===== src/osem_pkg.sv =====
// shared constants for the output stage enable and output mux register bank
package osem_pkg;

  // ==========================================================================
  // register offsets
  localparam logic [7:0] ADDR_MUX    = 8'h3D;  // output_mux_select
  localparam logic [7:0] ADDR_PHONES = 8'h5A;  // headphone stage enables
  localparam logic [7:0] ADDR_LINE   = 8'h5E;  // line_output_stage_enables
  localparam logic [7:0] ADDR_STAT_A = 8'h70;  // sequence status, phones right and line left
  localparam logic [7:0] ADDR_STAT_B = 8'h71;  // sequence status, line right and bad address

  // ==========================================================================
  // decoder select positions
  localparam int SEL_MUX    = 0;
  localparam int SEL_PHONES = 1;
  localparam int SEL_LINE   = 2;
  localparam int SEL_STAT_A = 3;
  localparam int SEL_STAT_B = 4;
  localparam int SEL_W      = 5;
  typedef logic [SEL_W-1:0] osem_sel_t;

  // ==========================================================================
  // headphone enable register fields
  localparam int PH_R_INPUT  = 0;
  localparam int PH_R_MIDDLE = 1;
  localparam int PH_R_OUTPUT = 2;
  localparam int PH_R_SHORT  = 3;
  localparam int PH_L_SHORT  = 7;

  // line output register fields
  localparam int LN_R_INPUT  = 0;
  localparam int LN_R_MIDDLE = 1;
  localparam int LN_R_OUTPUT = 2;
  localparam int LN_R_SHORT  = 3;
  localparam int LN_L_INPUT  = 4;
  localparam int LN_L_MIDDLE = 5;
  localparam int LN_L_OUTPUT = 6;
  localparam int LN_L_SHORT  = 7;

  // output mux select fields
  localparam int MX_LINE_R   = 0;
  localparam int MX_LINE_L   = 1;
  localparam int MX_PHONES_R = 2;
  localparam int MX_PHONES_L = 3;

  // ==========================================================================
  // values after reset
  localparam logic [7:0] RST_PHONES = 8'h00;
  localparam logic [7:0] RST_LINE   = 8'h00;
  localparam logic [3:0] RST_MUX    = 4'h0;
  localparam logic [3:0] RST_STAT   = 4'h0;

  // ==========================================================================
  // sequence watch channels and status nibble layout
  localparam int CH_NUM      = 3;
  localparam int CH_PHONES_R = 0;
  localparam int CH_LINE_L   = 1;
  localparam int CH_LINE_R   = 2;
  localparam int ST_SETTLED  = 0;  // input stage on for the full settle time
  localparam int ST_EARLY    = 1;  // middle stage enabled too soon
  localparam int ST_NO_MID   = 2;  // output stage enabled before middle stage
  localparam int ST_NO_OUT   = 3;  // short released before output stage
  localparam int ST_BAD_ADDR = 7;  // in status B
  localparam logic [3:0] ST_CLR_MASK = 4'hE;  // settled bit is live, not clearable

  // ==========================================================================
  // settle time between input stage and middle stage
  localparam int SETTLE_NS     = 20000;
  localparam int CLK_PERIOD_NS = 100;
  localparam logic [7:0] SETTLE_CYC =
    8'((SETTLE_NS + CLK_PERIOD_NS - 1) / CLK_PERIOD_NS);

endpackage


===== src/osem_bus_if.sv =====
// register port carrier between the bank and its address decoder
`timescale 1ns/1ps
interface osem_bus_if;
  import osem_pkg::*;
  logic [7:0] addr;
  logic       wr;
  logic       rd;
  osem_sel_t  sel;
  logic       unmapped;

  modport decoder (input addr, input wr, input rd, output sel, output unmapped);
  modport core    (output addr, output wr, output rd, input sel, input unmapped);
endinterface


===== src/osem_reg_decode.sv =====
// address decoder for the register bank
`timescale 1ns/1ps
module osem_reg_decode (
  osem_bus_if.decoder bus
);
  import osem_pkg::*;

  // ==========================================================================
  // one-hot select; an access that hits nothing is flagged as unmapped
  always_comb begin
    bus.sel = '0;
    case (bus.addr)
      ADDR_MUX:    bus.sel[SEL_MUX]    = 1'b1;
      ADDR_PHONES: bus.sel[SEL_PHONES] = 1'b1;
      ADDR_LINE:   bus.sel[SEL_LINE]   = 1'b1;
      ADDR_STAT_A: bus.sel[SEL_STAT_A] = 1'b1;
      ADDR_STAT_B: bus.sel[SEL_STAT_B] = 1'b1;
      default:     bus.sel = '0;
    endcase
    bus.unmapped = (bus.wr | bus.rd) & ~(|bus.sel);
  end

endmodule


===== src/osem_seq_watch.sv =====
// enable sequence watch for one output channel
`timescale 1ns/1ps
module osem_seq_watch (
  input  wire logic       sys_clk_i,
  input  wire logic       sys_rst_i,
  input  wire logic       clk_en_i,
  input  wire logic       input_on_i,
  input  wire logic       middle_on_i,
  input  wire logic       output_on_i,
  input  wire logic       short_release_i,
  input  wire logic [3:0] clear_i,
  output logic      [3:0] status_o
);
  import osem_pkg::*;

  logic [7:0] settle_cnt;
  logic       settled;
  logic       middle_q;
  logic       output_q;
  logic       short_q;
  logic       early_evt;
  logic       no_mid_evt;
  logic       no_out_evt;

  // ==========================================================================
  // settle timer: restarts whenever the input stage is off, saturates
  always_ff @(posedge sys_clk_i or posedge sys_rst_i) begin
    if (sys_rst_i) begin
      settle_cnt <= 8'h00;
    end else if (clk_en_i) begin
      if (!input_on_i) begin
        settle_cnt <= 8'h00;
      end else if (settle_cnt != SETTLE_CYC) begin
        settle_cnt <= settle_cnt + 8'h01;
      end
    end
  end

  assign settled = (settle_cnt == SETTLE_CYC);

  // ==========================================================================
  // previous stage levels for rising edge detection
  always_ff @(posedge sys_clk_i or posedge sys_rst_i) begin
    if (sys_rst_i) begin
      middle_q <= 1'b0;
      output_q <= 1'b0;
      short_q  <= 1'b0;
    end else if (clk_en_i) begin
      middle_q <= middle_on_i;
      output_q <= output_on_i;
      short_q  <= short_release_i;
    end
  end

  // out of order steps are reported, never blocked: the analogue path obeys software
  assign early_evt  = middle_on_i & ~middle_q & ~settled;
  assign no_mid_evt = output_on_i & ~output_q & ~middle_on_i;
  assign no_out_evt = short_release_i & ~short_q & ~output_on_i;

  // ==========================================================================
  // live settled bit and sticky event flags; a new event in the clearing cycle wins over the clear
  always_ff @(posedge sys_clk_i or posedge sys_rst_i) begin
    if (sys_rst_i) begin
      status_o <= RST_STAT;
    end else if (clk_en_i) begin
      status_o[ST_SETTLED] <= settled;
      status_o[ST_EARLY]   <= early_evt  | (status_o[ST_EARLY]  & ~clear_i[ST_EARLY]);
      status_o[ST_NO_MID]  <= no_mid_evt | (status_o[ST_NO_MID] & ~clear_i[ST_NO_MID]);
      status_o[ST_NO_OUT]  <= no_out_evt | (status_o[ST_NO_OUT] & ~clear_i[ST_NO_OUT]);
    end
  end

endmodule


===== src/osem_regs.sv =====
// output stage enable and output mux register bank, top level
//
// Contract
// - headphone register bit 0 turns on right headphone input stage; set first.
// - middle stage enables: phones right bit 1, line left 5, right 1.
// - line register bit 7 releases left line short; set last.
// - line register bit 6 enables left line output stage.
// - line register bit 4 enables left line input stage; set first.
// - line register bit 3 releases right line short; set last.
// - line register bit 2 enables right line output stage.
// - line register bit 0 enables right line input stage; set first.
// - all mux selects reset to zero, routing converter to each amplifier.
// - mux bit 3 picks left converter or left bypass for left phones.
// - mux bit 2 picks right converter or right bypass for right phones.
// - mux bit 1 picks left converter or left bypass for left line.
// - mux bit 0 picks right converter or right bypass for right line.
// - headphone register bit 7 releases left headphone short; set last.
// - headphone register bit 3 releases right headphone short.
// - headphone register bit 2 enables right headphone output stage.
//
// Local design decision: the address-and-strobe port.
`timescale 1ns/1ps
module osem_regs (
  input  wire logic       sys_clk_i,
  input  wire logic       sys_rst_i,
  input  wire logic       clk_en_i,
  input  wire logic [7:0] reg_addr_i,
  input  wire logic [7:0] reg_wdata_i,
  input  wire logic       reg_wr_i,
  input  wire logic       reg_rd_i,
  output logic      [7:0] reg_rdata_o,
  output logic            right_phones_input_stage_on_o,
  output logic            right_phones_middle_stage_on_o,
  output logic            right_phones_output_stage_on_o,
  output logic            right_phones_short_release_o,
  output logic            left_phones_short_release_o,
  output logic            left_line_input_stage_on_o,
  output logic            left_line_middle_stage_on_o,
  output logic            left_line_output_stage_on_o,
  output logic            left_line_short_release_o,
  output logic            right_line_input_stage_on_o,
  output logic            right_line_middle_stage_on_o,
  output logic            right_line_output_stage_on_o,
  output logic            right_line_short_release_o,
  output logic            left_phones_bypass_select_o,
  output logic            right_phones_bypass_select_o,
  output logic            left_line_bypass_select_o,
  output logic            right_line_bypass_select_o
);
  import osem_pkg::*;

  osem_bus_if bus ();

  logic [7:0] phones_stage_enables;
  logic [7:0] line_output_stage_enables;
  logic [3:0] output_mux_select;
  logic       bad_addr;
  logic       wr_phones;
  logic       wr_line;
  logic       wr_mux;
  logic       wr_stat_a;
  logic       wr_stat_b;
  logic [3:0] ch_input [CH_NUM];
  logic [3:0] ch_clear [CH_NUM];
  logic [3:0] ch_status [CH_NUM];
  logic       ch_in_on [CH_NUM];
  logic       ch_mid_on [CH_NUM];
  logic       ch_out_on [CH_NUM];
  logic       ch_short [CH_NUM];
  logic [7:0] next_rdata;

  // ==========================================================================
  // register port and decode
  assign bus.addr = reg_addr_i;
  assign bus.wr   = reg_wr_i;
  assign bus.rd   = reg_rd_i;

  osem_reg_decode u_decode (
    .bus (bus.decoder)
  );

  assign wr_phones = reg_wr_i & bus.sel[SEL_PHONES];
  assign wr_line   = reg_wr_i & bus.sel[SEL_LINE];
  assign wr_mux    = reg_wr_i & bus.sel[SEL_MUX];
  assign wr_stat_a = reg_wr_i & bus.sel[SEL_STAT_A];
  assign wr_stat_b = reg_wr_i & bus.sel[SEL_STAT_B];

  // ==========================================================================
  // headphone stage enables; left stage bits 6:4 are kept as plain storage
  always_ff @(posedge sys_clk_i or posedge sys_rst_i) begin
    if (sys_rst_i) begin
      phones_stage_enables <= RST_PHONES;
    end else if (clk_en_i && wr_phones) begin
      phones_stage_enables <= reg_wdata_i;
    end
  end

  // ==========================================================================
  // line output stage enables, both channels in one register
  always_ff @(posedge sys_clk_i or posedge sys_rst_i) begin
    if (sys_rst_i) begin
      line_output_stage_enables <= RST_LINE;
    end else if (clk_en_i && wr_line) begin
      line_output_stage_enables <= reg_wdata_i;
    end
  end

  // ==========================================================================
  // output mux selects; zero after reset routes the converters through
  always_ff @(posedge sys_clk_i or posedge sys_rst_i) begin
    if (sys_rst_i) begin
      output_mux_select <= RST_MUX;
    end else if (clk_en_i && wr_mux) begin
      output_mux_select <= reg_wdata_i[3:0];
    end
  end

  // ==========================================================================
  // analogue controls straight from the stored bits, no extra delay
  assign right_phones_input_stage_on_o  = phones_stage_enables[PH_R_INPUT];
  assign right_phones_middle_stage_on_o = phones_stage_enables[PH_R_MIDDLE];
  assign right_phones_output_stage_on_o = phones_stage_enables[PH_R_OUTPUT];
  assign right_phones_short_release_o   = phones_stage_enables[PH_R_SHORT];
  assign left_phones_short_release_o    = phones_stage_enables[PH_L_SHORT];

  assign left_line_input_stage_on_o   = line_output_stage_enables[LN_L_INPUT];
  assign left_line_middle_stage_on_o  = line_output_stage_enables[LN_L_MIDDLE];
  assign left_line_output_stage_on_o  = line_output_stage_enables[LN_L_OUTPUT];
  assign left_line_short_release_o    = line_output_stage_enables[LN_L_SHORT];
  assign right_line_input_stage_on_o  = line_output_stage_enables[LN_R_INPUT];
  assign right_line_middle_stage_on_o = line_output_stage_enables[LN_R_MIDDLE];
  assign right_line_output_stage_on_o = line_output_stage_enables[LN_R_OUTPUT];
  assign right_line_short_release_o   = line_output_stage_enables[LN_R_SHORT];

  assign left_phones_bypass_select_o  = output_mux_select[MX_PHONES_L];
  assign right_phones_bypass_select_o = output_mux_select[MX_PHONES_R];
  assign left_line_bypass_select_o    = output_mux_select[MX_LINE_L];
  assign right_line_bypass_select_o   = output_mux_select[MX_LINE_R];

  // ==========================================================================
  // per channel stage bits gathered for the sequence watches
  assign ch_input[CH_PHONES_R] = {phones_stage_enables[PH_R_SHORT],
                                  phones_stage_enables[PH_R_OUTPUT],
                                  phones_stage_enables[PH_R_MIDDLE],
                                  phones_stage_enables[PH_R_INPUT]};
  assign ch_input[CH_LINE_L]   = line_output_stage_enables[LN_L_SHORT:LN_L_INPUT];
  assign ch_input[CH_LINE_R]   = line_output_stage_enables[LN_R_SHORT:LN_R_INPUT];

  // write one to clear; the live settled bit is masked out
  assign ch_clear[CH_PHONES_R] = wr_stat_a ? (reg_wdata_i[3:0] & ST_CLR_MASK) : 4'h0;
  assign ch_clear[CH_LINE_L]   = wr_stat_a ? (reg_wdata_i[7:4] & ST_CLR_MASK) : 4'h0;
  assign ch_clear[CH_LINE_R]   = wr_stat_b ? (reg_wdata_i[3:0] & ST_CLR_MASK) : 4'h0;

  // ==========================================================================
  // one watch per channel; it only reports, since the pop order is software's job
  for (genvar ch = 0; ch < CH_NUM; ch++) begin : g_watch
    assign ch_in_on[ch]  = ch_input[ch][0];
    assign ch_mid_on[ch] = ch_input[ch][1];
    assign ch_out_on[ch] = ch_input[ch][2];
    assign ch_short[ch]  = ch_input[ch][3];

    osem_seq_watch u_watch (
      .sys_clk_i       (sys_clk_i),
      .sys_rst_i       (sys_rst_i),
      .clk_en_i        (clk_en_i),
      .input_on_i      (ch_in_on[ch]),
      .middle_on_i     (ch_mid_on[ch]),
      .output_on_i     (ch_out_on[ch]),
      .short_release_i (ch_short[ch]),
      .clear_i         (ch_clear[ch]),
      .status_o        (ch_status[ch])
    );
  end

  // ==========================================================================
  // sticky flag for an access to no register; set wins over clear
  always_ff @(posedge sys_clk_i or posedge sys_rst_i) begin
    if (sys_rst_i) begin
      bad_addr <= 1'b0;
    end else if (clk_en_i) begin
      bad_addr <= bus.unmapped | (bad_addr & ~(wr_stat_b & reg_wdata_i[ST_BAD_ADDR]));
    end
  end

  // ==========================================================================
  // read mux; unused upper bits and unmapped reads give zero
  always_comb begin
    next_rdata = 8'h00;
    case (1'b1)
      bus.sel[SEL_MUX]:    next_rdata = {4'h0, output_mux_select};
      bus.sel[SEL_PHONES]: next_rdata = phones_stage_enables;
      bus.sel[SEL_LINE]:   next_rdata = line_output_stage_enables;
      bus.sel[SEL_STAT_A]: next_rdata = {ch_status[CH_LINE_L], ch_status[CH_PHONES_R]};
      bus.sel[SEL_STAT_B]: next_rdata = {bad_addr, 3'h0, ch_status[CH_LINE_R]};
      default:             next_rdata = 8'h00;
    endcase
  end

  // read data stand only in the cycle after the read strobe
  always_ff @(posedge sys_clk_i or posedge sys_rst_i) begin
    if (sys_rst_i) begin
      reg_rdata_o <= 8'h00;
    end else if (clk_en_i) begin
      reg_rdata_o <= reg_rd_i ? next_rdata : 8'h00;
    end
  end

endmodule


===== config.mk =====
export PLATFORM = sky130hd
export DESIGN_NAME = osem_regs
export DESIGN_NICKNAME = d
export VERILOG_FILES = /design/src/osem_pkg.sv /design/src/osem_bus_if.sv /design/src/osem_reg_decode.sv /design/src/osem_seq_watch.sv /design/src/osem_regs.sv
export SDC_FILE = /design/constraint.sdc
export NUM_CORES = 1
export LEC_CHECK = 0
export ABC_AREA = 1
export BUFFER_PORTS_ARGS = -buffer_cell sky130_fd_sc_hd__clkbuf_2
export CAP_MARGIN = 20
export CORE_AREA = 2 2 86 88
export DETAILED_ROUTE_END_ITERATION = 10
export DIE_AREA = 0 0 88 90
export GPL_TIMING_DRIVEN = 0
export PLACE_DENSITY = 0.81
export SYNTH_ARGS = -nofsm -noshare
export SYNTH_HDL_FRONTEND = slang
export SYNTH_SLANG_ARGS = --single-unit

===== constraint.sdc =====
create_clock -name sys_clk_i -period 3.1 [get_ports sys_clk_i]
set_input_delay 0.62 -clock sys_clk_i [delete_from_list [all_inputs] [get_ports sys_clk_i]]
set_output_delay 0.62 -clock sys_clk_i [all_outputs]
set_load 0.03 [all_outputs]

==> results by group <==
Die
  – Die ar.: 7920 um^2
  – IO Count: 46
  – Starting Density: 56.4%
  – CORE AREA: 7020 um^2
  – Cell Rows: 31
  – Chip Height: 90 um
  – Die width: 88 um

Global route
  – Pin count of the biggest net entering global routing: 75
  – Number of antenna violations at the first check in global routing: 0
  – Total track usage: 25.3%
  – Overflow left after global routing: 0
  – Vias in the first global route: 3,408
  – First-pass GRT wire length: 15,900 um

Critical path
  – Critical path's largest stage delay: 0.40 ns
  – Family with the most delay on the worst path: flip-flops
  – Cell Chain, Critical Path: inv_1 -> ha_1 -> nand2_1 -> nor2_1 -> nand3_1 -> o21ai_4 -> inv_2 -> nand3_1 -> o21ai_0
  – Worst path slowest cell: dfrtp_1
  – Crit-path max FO: 9
  – CP Launch Type: flip-flop
  – CP Buf/Inv Count: 2
  – CP required: 3.34 ns
  – CP endpoint kind: flip-flop
  – Critical path class: flip-flop to flip-flop
  – WP data arrival: 1.96 ns
  – Crit-path most repeated cell: nand3_1

STA
  – Worst slew margin: 40.1%
  – Tcrit/Tclk final: 55.4%
  – Setup TNS: 0 ns
  – Tmin final: 1.72 ns
  – WHS: 0.450 ns
  – Setup WS post-layout: 1.38 ns
  – Slew @ Worst Pin: 0.898 ns
  – RSZ-0062 raised after global routing: no
  – Max-slew violation count: 0
  – Fin. Hold Viols: 0
  – Setup violators final: 0
  – F_max: 0.583 GHz
  – Layout Skew: 0.0139 ns

Synthesis
  – Synthesized instance count: 513
  – Yosys top cell by area: dfrtp_1
  – Seq/Total Area, Yosys: 46.7%
  – Post-Syn Area: 3960 um^2
  – Synth Register Bits: 74
  – Netlist cell types: 34
  – YS warnings: 0
  – Dominant synthesized flop cell: dfrtp_1
  – Top cell type's share of synthesized area: 46.7%
  – Syn avg cell area: 7.72 um^2
  – Syn_nets: 540
  – Async SR Flop Fraction: 100%
  – Post-synth EDFFs: 0
  – Top cells by area, synth: dfrtp_1 47%, nand2_1 14%, inv_1 6.5%

Worst hold path
  – Hold Path Class: input port to async pin

Finish
  – Area Overhead vs Synth: 13.2%
  – Nets: 595
  – Most common cell after layout, fill and taps aside: nand2_1
  – Diodes inserted: 0
  – Fin cells: 672
  – Most frequent cells in the layout: 149 x nand2_1, 74 x dfrtp_1, 68 x inv_1
  – Share of cells above drive strength 1: 17.3%

Route
  – Wirelength per Cell: 13.6 um
  – Vias per cell: 5.26
  – DRT iter0 DRCs: 245
  – DRC Markers: 0
  – WL final: 9140 um
  – Antenna viol nets, final: 0
  – DR pass1 iterations: 5
  – Via count: 3,533

Run status
  – Outcome: completed

Flow run
  – Max Cap Viol: 0

Placed design
  – Dpl ws: 1.17 ns
  – Dpl cells: 656
  – Routability cong.: 0.932
  – Port bufs: 44
  – Post-DP HPWL: 6550 um

CTS
  – CTS tree: yes
  – Clock Tree Root: clkbuf_8
  – Total CTS buffers: 9
  – Longest Clk Path Bufs: 2
  – TritonCTS Sinks: 74
  – H-tree levels: 3
  – Clk Latency, worst-skew pair: 0.36 ns
  – Hold_buf cts: 0
  – Post-CTS setup buffers: 0
  – Post-CTS sizing: 0
  – Clock slew seen by the registers of the worst setup and hold paths: 0.08 ns

Power and ir drop
  – P per Cell Area: 424 nW/um^2
  – Maximum VDD drop: 347 uV
  – Static leakage: 2.32 nW
  – Power, Total: 1.90 mW
metal layers:
layer  up-vias  global-route usage [%]  wire [um]
met3        12                    5.05        561
met5         -                       0          0
met1      1666                    37.0       4140
met4         0                    8.72        135
met2       101                    37.4       4300
li1       1754                       -          -
synth_stat cells, types with 5 or more instances:
master,n
nand2_1,149
dfrtp_1,74
inv_1,69
o21ai_0,45
nand3_1,41
nor2_1,35
o21ai_1,19
nand4_1,10
o21ai_2,8
ha_1,6
nor3_1,6
inv_2,5
nand2_2,5
xor2_1,5
cell families after synthesis:
group	after synthesis	share of synthesized area (%)
adders and majority gates	6	1.90
and+or+nand+nor	259	29.3
xor gates and xnor gates	7	1.55
DFF	74	46.7
AOI/OAI and AO/OA	82	11.8
buffers and inverters	85	8.65
final cells by class:
type                       count  area [um^2]
inverter                      74          280
clock inverter                 7         51.3
tap                           99          124
clock buffer                   9          124
multi-input combinational    354         1770
fill                         610         2540
buffer                        11         65.1
timing repair buffer          44          220
sequential                    74         1850
metrics by stage:
stage	cell area, um^2	utilization [%]
after floorplan	3960	-
after global placement	4310	61.3
after detailed placement	4310	61.4
after CTS	4480	63.9
after global routing	4480	63.9
final	4480	63.9
worst register-to-register path: cells and delay by family, from the launching register on:
kind	cells	cell delay, ns
adders and majority gates	1	0.17
buffers and inverters	2	0.25
AOI/OAI and AO/OA	2	0.37
and+or+nand+nor	4	0.39
DFF	1	0.40
final timing paths:
path | startpoint | endpoint | slack (ns) | depth (start not counted)
worst max-delay path | g_watch[0].u_watch.settle_cnt[0] | g_watch[0].u_watch.settle_cnt[1] | 1.38 | 9
worst min-delay path | sys_rst_i | line_output_stage_enables[1] | 0.45 | 2
worst max register to register | g_watch[0].u_watch.settle_cnt[0] | g_watch[0].u_watch.settle_cnt[1] | 1.38 | 9
worst min register to register | g_watch[2].u_watch.output_q | g_watch[2].u_watch.status_o[2] | 0.45 | 1
max in group asynchronous | sys_rst_i | g_watch[2].u_watch.status_o[2] | 2.08 | 2
min in group sys_clk_i | g_watch[2].u_watch.output_q | g_watch[2].u_watch.status_o[2] | 0.45 | 1
flip-flops by register name, summed over array words and instances, names as in the netlist:
| signal | flops |
|---|---|
| bad_addr | 1 |
| phones_stage_enables | 8 |
| g_watch.u_watch.middle_q | 3 |
| g_watch.u_watch.output_q | 3 |
| line_output_stage_enables | 8 |
| g_watch.u_watch.short_q | 3 |
| g_watch.u_watch.status_o | 12 |
| output_mux_select | 4 |
| reg_rdata_o | 8 |
| g_watch.u_watch.settle_cnt | 24 |
power breakdown:
part	internal (mW)	switching (mW)	total, mW
Sequential	1.01	0.0276	1.04
Combinational	0.0493	0.122	0.172
Clock	0.296	0.397	0.693
Total	1.36	0.547	1.90
Note: power is estimated with default switching activity, not from simulation.
